==> config.mk <==
export PLATFORM = sky130hd
export DESIGN_NAME = wpm_window_pixel_mapper
export DESIGN_NICKNAME = d
export VERILOG_FILES = /design/src/verilog/wpm_window_pixel_mapper.v
export VERILOG_INCLUDE_DIRS = /design/src /design/src/verilog
export SDC_FILE = /design/constraint.sdc
export NUM_CORES = 1
export LEC_CHECK = 0
export ABC_CLOCK_PERIOD_IN_PS = 18100
export BUFFER_PORTS_ARGS = -buffer_cell sky130_fd_sc_hd__clkbuf_2
export CAP_MARGIN = 5
export CORE_UTILIZATION = 50
export DETAILED_ROUTE_END_ITERATION = 16
export PLACE_DENSITY = 0.71
export RECOVER_POWER = 50
export SYNTH_ARGS = -nofsm -noshare
export SYNTH_HDL_FRONTEND = slang
export SYNTH_SLANG_ARGS = --single-unit
==> constraint.sdc <==
create_clock -name clock_i -period 18.1 [get_ports clock_i]
set_input_delay 0.905 -clock clock_i [delete_from_list [all_inputs] [get_ports clock_i]]
set_output_delay 0.905 -clock clock_i [all_outputs]
set_load 0.005 [all_outputs]
==> src/verilog/wpm_regs.vh <==
`ifndef WPM_REGS_VH
`define WPM_REGS_VH
// ==========================================
// register byte addresses (apb, one word each)
`define WPM_WT_BASE       12'h000
`define WPM_CTRL_ADDR     12'h040
`define WPM_STATUS_ADDR   12'h044
// ==========================================
// window entry fields
`define WPM_SHIFT_LSB     0
`define WPM_SHIFT_MSB     4
`define WPM_PLANES_LSB    5
`define WPM_PLANES_MSB    8
`define WPM_MODE_LSB      9
`define WPM_MODE_MSB      11
`define WPM_OLLOC_BIT     12
`define WPM_OLMASK_LSB    13
`define WPM_OLMASK_MSB    16
`define WPM_START_LSB     17
`define WPM_START_MSB     22
`define WPM_BYPASS_BIT    23
// ==========================================
// display mode codes
`define WPM_MODE_TRUE     3'b000
`define WPM_MODE_PSEUDO   3'b001
`define WPM_MODE_BANK     3'b010
`define WPM_MODE_IL_TRUE  3'b100
`define WPM_MODE_IL_PSEU  3'b101
// ==========================================
// control bits, reset values and levels
`define WPM_CTRL_PED_BIT  0
`define WPM_CTRL_SYNC_BIT 1
`define WPM_CTRL_RESET    32'h0000_0003
`define WPM_WT_RESET      24'h00_0000
`define WPM_NIB_UPPER     5'h04
`define WPM_LEVEL_WHITE   8'hff
`define WPM_LEVEL_BLACK   8'h00
`define WPM_ADDR_LIMIT    10'h20f
`endif

==> src/verilog/wpm_window_pixel_mapper.v <==
// Notes on behaviour
// RULE1 - start field forms upper palette address bits
// RULE2 - one start step moves sixteen rows
// RULE3 - software keeps start at most 100000
// RULE4 - start plus pixel stays in table
// RULE5 - maps may overlap; sizes sixteen to 512
// RULE6 - bypass sends shifted bytes straight out
// RULE7 - bypass only with eight planes
// RULE8 - bypass pseudo color gives gray scale
// RULE9 - overlays still win during bypass
// RULE10 - true color: bytes at 0, 8, 16
// RULE11 - pseudo color: same planes, up to nine
// RULE12 - bank select: overlay bits above pixel
// RULE13 - mode 100: nibble per channel, fixed
// RULE14 - mode 101: green high, red low nibble
// RULE15 - shift after blank picks first nibble
// RULE16 - three bytes presented every clock
// RULE17 - blank and sync delayed with pixels
// RULE18 - pedestal and sync encode selectable
// RULE19 - zero pedestal: black equals blank
// RULE20 - blank forces blank level, sync level
// RULE21 - shift field aligns planes to bit zero
// RULE22 - overlay mask and compaction
// RULE23 - reserved modes behave as true color
`timescale 1ns/1ns
`include "wpm_regs.vh"
module wpm_window_pixel_mapper
(
  input  wire        clock_i,       // pixel clock
  input  wire        reset_n_i,     // async active-low reset
  input  wire [11:0] paddr_i,
  input  wire        psel_i,
  input  wire        penable_i,
  input  wire        pwrite_i,
  input  wire [31:0] pwdata_i,
  output wire [31:0] prdata_o,
  output wire        pready_o,
  output wire        pslverr_o,
  input  wire [27:0] pixel_word_in_i, // pixel and overlay planes
  input  wire [3:0]  window_type_i,   // entry select per pixel
  input  wire        load_i,          // load strobe, same clock
  input  wire        blank_n_i,       // blanking, active low
  input  wire        sync_n_i,        // sync, active low
  output reg  [9:0]  red_addr_o,      // palette addresses
  output reg  [9:0]  green_addr_o,
  output reg  [9:0]  blue_addr_o,
  output reg  [3:0]  overlay_o,       // compacted overlay word
  output reg         lookup_bypass_o, // channel bits hold direct data
  output reg  [7:0]  red_channel_bits_o,
  output reg  [7:0]  green_channel_bits_o,
  output reg  [7:0]  blue_channel_bits_o,
  output reg         blank_level_o,   // converters at blank level
  output reg         sync_level_o,    // sync current removed
  output reg         pedestal_on_o,   // 7.5 ire pedestal added
  output reg         addr_overrun_o   // address above table limit
);

// ==========================================
// reset synchroniser
reg [1:0] rst_sync_reg;
wire      rst_n = rst_sync_reg[1];
always @(posedge clock_i or negedge reset_n_i)
begin
  if (!reset_n_i)
    rst_sync_reg <= 2'b00;
  else
    rst_sync_reg <= {rst_sync_reg[0], 1'b1};
end

// ==========================================
// apb slave: table at 0x00..0x3c, control, status
reg  [23:0] wt_mem [0:15];       // window entries
reg  [31:0] ctrl_reg;            // pedestal and sync enable
reg  [31:0] prdata_reg;
reg         overrun_seen_reg;    // sticky overrun status
wire        wr_en  = psel_i & penable_i & pwrite_i;
wire        wt_hit = (paddr_i[11:6] == 6'h00) && (paddr_i[1:0] == 2'b00);
wire        ctrl_hit = (paddr_i == `WPM_CTRL_ADDR);
wire        stat_hit = (paddr_i == `WPM_STATUS_ADDR);
wire        mapped = wt_hit | ctrl_hit | stat_hit;
assign pready_o  = 1'b1;                     // zero wait states
assign pslverr_o = psel_i & penable_i & ~mapped;
assign prdata_o  = prdata_reg;

genvar gi;
generate
  for (gi = 0; gi < 16; gi = gi + 1)
  begin : g_wt
    // each entry written only by its own word
    always @(posedge clock_i or negedge rst_n)
    begin
      if (!rst_n)
        wt_mem[gi] <= `WPM_WT_RESET;
      else if (wr_en && wt_hit && paddr_i[5:2] == gi)
        wt_mem[gi] <= pwdata_i[23:0];
    end
  end
endgenerate

// control register and read data register
always @(posedge clock_i or negedge rst_n)
begin
  if (!rst_n)
  begin
    ctrl_reg   <= `WPM_CTRL_RESET;
    prdata_reg <= 32'h0000_0000;
  end
  else
  begin
    if (wr_en && ctrl_hit)
      ctrl_reg <= {30'h0000_0000, pwdata_i[1:0]};
    // read data prepared in setup phase, valid in access phase
    if (psel_i && !penable_i && !pwrite_i)
    begin
      if (wt_hit)
        prdata_reg <= {8'h00, wt_mem[paddr_i[5:2]]};
      else if (ctrl_hit)
        prdata_reg <= ctrl_reg;
      else if (stat_hit)
        prdata_reg <= {31'h0000_0000, overrun_seen_reg};
      else
        prdata_reg <= 32'h0000_0000;
    end
  end
end

// ==========================================
// stage 1: capture pixel, entry and timing
reg [27:0] pix_reg;
reg [23:0] ent_reg;
reg        load1_reg;
reg        blank1_reg;
reg        sync1_reg;
reg        blank_prev_reg;   // blank seen on earlier pixel
always @(posedge clock_i or negedge rst_n)
begin
  if (!rst_n)
  begin
    pix_reg        <= 28'h000_0000;
    ent_reg        <= `WPM_WT_RESET;
    load1_reg      <= 1'b0;
    blank1_reg     <= 1'b0;
    sync1_reg      <= 1'b0;
    blank_prev_reg <= 1'b1;
  end
  else
  begin
    pix_reg        <= pixel_word_in_i;
    ent_reg        <= wt_mem[window_type_i];
    load1_reg      <= load_i;
    blank1_reg     <= blank_n_i;
    sync1_reg      <= sync_n_i;
    blank_prev_reg <= blank1_reg;
  end
end

// entry fields
wire [4:0] f_shift  = ent_reg[`WPM_SHIFT_MSB:`WPM_SHIFT_LSB];
wire [3:0] f_planes = ent_reg[`WPM_PLANES_MSB:`WPM_PLANES_LSB];
wire [2:0] f_mode   = ent_reg[`WPM_MODE_MSB:`WPM_MODE_LSB];
wire       f_olloc  = ent_reg[`WPM_OLLOC_BIT];
wire [3:0] f_olmask = ent_reg[`WPM_OLMASK_MSB:`WPM_OLMASK_LSB];
wire [5:0] f_start  = ent_reg[`WPM_START_MSB:`WPM_START_LSB];
wire       f_bypass = ent_reg[`WPM_BYPASS_BIT];

// ==========================================
// nibble phase for the interleave modes
reg  nib_upper_reg;      // 1 = upper nibble this load
wire line_start = blank1_reg & ~blank_prev_reg;
always @(posedge clock_i or negedge rst_n)
begin
  if (!rst_n)
    nib_upper_reg <= 1'b0;
  else if (line_start)
    // a load on the first pixel already used the first nibble [RULE15]
    nib_upper_reg <= (f_shift == `WPM_NIB_UPPER) ^ load1_reg;
  else if (load1_reg)
    nib_upper_reg <= ~nib_upper_reg;               // [RULE15]
end
// first pixel of a line uses the freshly sampled phase
wire nib_sel = line_start ? (f_shift == `WPM_NIB_UPPER) : nib_upper_reg;

// ==========================================
// mapping logic
reg  [27:0] shifted;
reg  [8:0]  pmask;
reg  [3:0]  ol_raw;
reg  [3:0]  ol_and;
reg  [3:0]  ol_pack;
reg  [2:0]  ol_cnt;
reg  [9:0]  base;
reg  [9:0]  idx_r;
reg  [9:0]  idx_g;
reg  [9:0]  idx_b;
reg  [7:0]  dir_r;
reg  [7:0]  dir_g;
reg  [7:0]  dir_b;
reg  [3:0]  nr;
reg  [3:0]  ng;
reg  [3:0]  nb;
integer     k;
always @*
begin
  shifted = pix_reg >> f_shift;                        // [RULE21]
  pmask   = (9'h001 << f_planes) - 9'h001;             // zero fill above msb
  // overlay source, then mask and compaction
  if (!f_olloc)
    ol_raw = pix_reg[27:24];                           // fixed, unshifted
  else if (f_mode == `WPM_MODE_PSEUDO)
    ol_raw = shifted[f_planes +: 4];
  else
    ol_raw = {shifted[17], shifted[0], shifted[8], shifted[16]};
  ol_and  = ol_raw & f_olmask;                         // [RULE22]
  ol_pack = 4'h0;
  ol_cnt  = 3'h0;
  for (k = 0; k < 4; k = k + 1)
  begin
    if (f_olmask[k])
    begin
      ol_pack[ol_cnt[1:0]] = ol_and[k];                // [RULE22]
      ol_cnt = ol_cnt + 3'h1;
    end
  end
  // start field lands on sixteen-row boundaries
  base = {f_start[5:0], 4'h0};                         // [RULE1] [RULE2]
  // true color byte lanes; maps may overlap freely [RULE5]
  idx_r = {2'b00, shifted[7:0] & pmask[7:0]};          // [RULE10]
  idx_g = {2'b00, shifted[15:8] & pmask[7:0]};
  idx_b = {2'b00, shifted[23:16] & pmask[7:0]};
  dir_r = shifted[7:0];
  dir_g = shifted[15:8];
  dir_b = shifted[23:16];
  nr = nib_sel ? pix_reg[7:4] : pix_reg[3:0];
  ng = nib_sel ? pix_reg[15:12] : pix_reg[11:8];
  nb = nib_sel ? pix_reg[23:20] : pix_reg[19:16];
  case (f_mode)
    `WPM_MODE_PSEUDO:
    begin
      idx_r = {1'b0, shifted[8:0] & pmask};            // [RULE11]
      idx_g = idx_r;
      idx_b = idx_r;
      dir_g = dir_r;                                   // [RULE8]
      dir_b = dir_r;
    end
    `WPM_MODE_BANK:
    begin
      // overlay bits sit above the active planes [RULE12]
      idx_r = (idx_r | ({6'h00, ol_pack} << f_planes));
      idx_g = (idx_g | ({6'h00, ol_pack} << f_planes));
      idx_b = (idx_b | ({6'h00, ol_pack} << f_planes));
    end
    `WPM_MODE_IL_TRUE:
    begin
      idx_r = {6'h00, nr};                             // [RULE13]
      idx_g = {6'h00, ng};
      idx_b = {6'h00, nb};
      dir_r = {nr, nr};
      dir_g = {ng, ng};
      dir_b = {nb, nb};
    end
    `WPM_MODE_IL_PSEU:
    begin
      idx_r = {2'b00, ng, nr};                         // [RULE14]
      idx_g = idx_r;
      idx_b = idx_r;
      dir_r = {ng, nr};
      dir_g = dir_r;
      dir_b = dir_r;
    end
    default:
    begin
      // true color, and reserved codes fall back to it [RULE23]
    end
  endcase
end

// ==========================================
// stage 2: addresses, overlay, direct data; blank/sync follow
reg blank2_reg;
reg sync2_reg;
wire [10:0] sum_r = {1'b0, base} + {1'b0, idx_r};      // [RULE1]
wire [10:0] sum_g = {1'b0, base} + {1'b0, idx_g};      // carry kept: a wrap still flags
wire [10:0] sum_b = {1'b0, base} + {1'b0, idx_b};
always @(posedge clock_i or negedge rst_n)
begin
  if (!rst_n)
  begin
    red_addr_o           <= 10'h000;
    green_addr_o         <= 10'h000;
    blue_addr_o          <= 10'h000;
    overlay_o            <= 4'h0;
    lookup_bypass_o      <= 1'b0;
    red_channel_bits_o   <= `WPM_LEVEL_BLACK;
    green_channel_bits_o <= `WPM_LEVEL_BLACK;
    blue_channel_bits_o  <= `WPM_LEVEL_BLACK;
    blank2_reg           <= 1'b0;
    sync2_reg            <= 1'b0;
    addr_overrun_o       <= 1'b0;
    overrun_seen_reg     <= 1'b0;
    blank_level_o        <= 1'b1;
    sync_level_o         <= 1'b0;
    pedestal_on_o        <= 1'b1;
  end
  else
  begin
    red_addr_o      <= sum_r[9:0];
    green_addr_o    <= sum_g[9:0];
    blue_addr_o     <= sum_b[9:0];
    // overlay still reaches its palette in bypass [RULE9]
    overlay_o       <= ol_pack;
    lookup_bypass_o <= f_bypass;                       // [RULE6]
    // blank low: data ignored, converters see black code [RULE20]
    if (!blank1_reg)
    begin
      red_channel_bits_o   <= `WPM_LEVEL_BLACK;
      green_channel_bits_o <= `WPM_LEVEL_BLACK;
      blue_channel_bits_o  <= `WPM_LEVEL_BLACK;
    end
    else
    begin
      // all three bytes every clock [RULE16] [RULE6]
      red_channel_bits_o   <= dir_r;
      green_channel_bits_o <= dir_g;
      blue_channel_bits_o  <= dir_b;
    end
    // flag only; software owns the limit [RULE3] [RULE4]
    addr_overrun_o <= (sum_r > {1'b0, `WPM_ADDR_LIMIT}) | (sum_g > {1'b0, `WPM_ADDR_LIMIT})
                      | (sum_b > {1'b0, `WPM_ADDR_LIMIT});
    if (addr_overrun_o)
      overrun_seen_reg <= 1'b1;
    else if (wr_en && stat_hit && pwdata_i[0])
      overrun_seen_reg <= 1'b0;
    blank2_reg    <= blank1_reg;                       // [RULE17]
    sync2_reg     <= sync1_reg;
    blank_level_o <= ~blank2_reg;                      // [RULE20]
    // sync level only when encoding enabled [RULE18]
    sync_level_o  <= ~sync2_reg & ctrl_reg[`WPM_CTRL_SYNC_BIT];
    // no pedestal: black equals blank [RULE18] [RULE19]
    pedestal_on_o <= ctrl_reg[`WPM_CTRL_PED_BIT] & blank2_reg;
  end
end

endmodule

==> out/qor.yml <==
final_layout:
  design_area_mm2: 0.0329
  areaGrowthSynthToFinish_pct: 11.3
  nNetsFinal: 2406
  final_cell_mix: "529 x dfrtp_1, 398 x mux2_2, 253 x mux4_2"
  fillers: 4669
  largest_reg_flops: 384
  final_cells: 3113
  finish.utilization: 0.567
  layout_commonest_cell: "dfrtp_1"
  final_layout_size_suffix_gt1_frac: 0.398
setup_path:
  worstSetupPathType: "in -> reg"
  arrival_ns: 9.45
  path_common_cell: "clkbuf_1"
  endpoint_kind: "register"
  crit_chain: "clkbuf_1 -> clkbuf_1 -> and3_1 -> nand3_2 -> mux2_2"
  crit_fanout: 65
  startpoint_type: "input port"
  required_ns: 18.62
  crit_slowest_cell: "clkbuf_1"
  max_stage_delay_ns: 3.90
clock_tree:
  cts_sinks: 535
  clock_latency_ns: 0.64
  clockRootBuffer: "clkbuf_16"
  cts_buffers: 56
  cts_tree: "built"
  clk_pin_slew_worst_paths_ns: 0.06
  htreeDepth: 2
  clockBufferDepth: 3
  cts_setup_buffers: 0
  cts_resized: 0
  cts_hold_buf: 0
detailed_routing:
  vias_per_cell: 6.58
  num_vias: 20500
  wl_per_cell_um: 27.9
  ant_nets: 0
  initialDrtViolationCount: 1631
  drc: 0
  first_pass_iters: 5
  totalWireLength_um: 86900
grt:
  gr-usage-all-layers: 0.295
  grt.overflow.total: 0
  grt_pass1_wl_um: 133000
  antenna_found_initial: 4
  grt_pass1_vias: 21100
  grt_max_degree: 86
placed_design:
  dp_cells: 3008
  place_area_mm2: 0.0310
  port_buffers: 163
  hpwlAfterDp_um: 57000
  gp_congestion: 0.986
synth:
  synth.avg_cell_area_um2: 13.4
  synth-seq-cells: 535
  async_flop_share: 1.00
  synth_area_leaders: "dfrtp_1 45%, mux4_2 19%, mux2_2 15%"
  yosys.cell_types.count: 92
  yosys.area.top_type: "dfrtp_1"
  yosys_warnings: 0
  synth-main-ff-cell: "dfrtp_1"
  synth.cell_area_mm2: 0.0296
  synth_edf_count: 0
  syn_inst: 2213
  ys_seq_area_frac: 0.453
  synth_top_area_frac: 0.448
sta:
  relSlewSlack: -2.77
  rsz0062_at_grt: "no"
  finalHoldViolCount: 0
  layout_worst_path_cycle_share: 0.494
  slew_violations: 659
  finalSetupViolations: 0
  worst_slew_pin_slew_ns: 5.66
  tns_ns: 0
  fmax_ghz: 0.112
  final.setup_skew_ns: 0.0350
  final.min_clock_period_ns: 8.93
floorplanning:
  die_w_um: 245
  dieArea_mm2: 0.0601
  dieHeight_um: 245
  io_pins: 181
  core-area_mm2: 0.0580
  row_count: 88
  initial_core_util: 0.510
hold_path:
  hp-class: "in -> async"
power:
  cellLeakagePower_uw: 0.0149
  powerDensity_mw_per_mm2: 79.8
  ir_worst_vdd_v: 0.0000779
status:
  failed_checks: "max-capacitance violations, max-slew violations"
  outcome: "complete, but fails checks"
job:
  drv_cap: 11
-- Yosys cell counts (7+ instances only) --
master and number:
mux2_2 401, a211oi_1 7, mux2i_1 43, ha_1 18
buf_1 29, nand2b_1 22, a21o_1 8, or2_2 11
inv_1 49, o2111ai_1 7, a31oi_1 14, nand3_1 36
buf_4 11, a22oi_1 12, o221a_2 7, nor3_1 21
nand4_1 11, dfrtp_1 530, and3_1 14, o21ai_0 78
o21a_1 8, nor2_1 81, and2_1 10, clkbuf_1 138
nor3b_1 7, a222oi_1 8, nand2_1 119, xnor2_1 15
o211ai_1 9, a21oi_1 66, mux4_2 253, o22ai_1 16
nor2b_1 20
-- critical path: cells and delay by family --
family | cells | cell delay, ns
buf+inv | 2 | 6.34
mux | 1 | 0.65
simple gates | 2 | 1.48
-- per-stage QoR --
stage          hold slack [ns]  total power (uW)  setup slack, ns
2_1_floorplan            0.331              1340             2.09
3_3_place_gp             0.334              1400            11.58
3_5_place_dp             0.336              1400            11.71
4_1_cts                0.00761              2650            11.62
5_1_grt                 0.0253              2710             7.82
6_report                0.0363              2630             9.17
-- final timing paths --
check / start / to / slack (ns) / depth (start not counted)
worst max-delay path: paddr_i[2] / wt_mem[11]$_DFFE_PN0P_ / 9.17 / 5
worst min-delay path: reset_n_i / rst_sync_reg[0]$_DFF_PN0_ / 0.04 / 1
worst max register to register: rst_sync_reg[1]$_DFF_PN0_ / blue_channel_bits_o[5]$_DFF_PN0_ / 9.71 / 2
worst min register to register: rst_sync_reg[0]$_DFF_PN0_ / rst_sync_reg[1]$_DFF_PN0_ / 0.35 / 0
max in group asynchronous: rst_sync_reg[1]$_DFF_PN0_ / blue_channel_bits_o[5]$_DFF_PN0_ / 9.71 / 2
min in group clock_i: rst_sync_reg[0]$_DFF_PN0_ / rst_sync_reg[1]$_DFF_PN0_ / 0.35 / 0
-- per-layer routing --
layer	global-route usage	part of all wire	vias up
met1	0.381	0.39	10800
met5	0	0.00031	-
met3	0.0410	0.062	227
li1	-	-	8635
met4	0.144	0.051	4
met2	0.491	0.50	832
-- power by group --
part	total (uW)	internal, uW	leakage (uW)	switching (uW)
clock	1250	753	0.00101	497
combinational	162	51.7	0.00659	110
sequential	1220	1210	0.00735	10.7
-- cell families after synthesis --
| kind of cell | after synthesis | share of synthesized area |
|---|---|---|
| flops | 535 | 0.453 |
| simple gates | 379 | 0.0627 |
| buf+inv | 239 | 0.0330 |
| fa+ha+maj | 21 | 0.00964 |
| mux | 698 | 0.360 |
| compound gates | 321 | 0.0759 |
| xor+xnor | 18 | 0.00533 |
| other cells | 2 | 0.000254 |
-- cell type report --
cell class | instances | area, um^2 | share of cell area
clock buffer | 78 | 1660 | 0.0503
multi-input combinational | 1447 | 15300 | 0.464
sequential | 535 | 13400 | 0.407
tap | 765 | 957 | 0.0291
timing repair buffer | 208 | 1050 | 0.0320
inverter | 53 | 199 | 0.00605
clock inverter | 26 | 385 | 0.0117
antenna | 1 | 2.50 | 0.0000760
(Power assumes the default switching activity.)
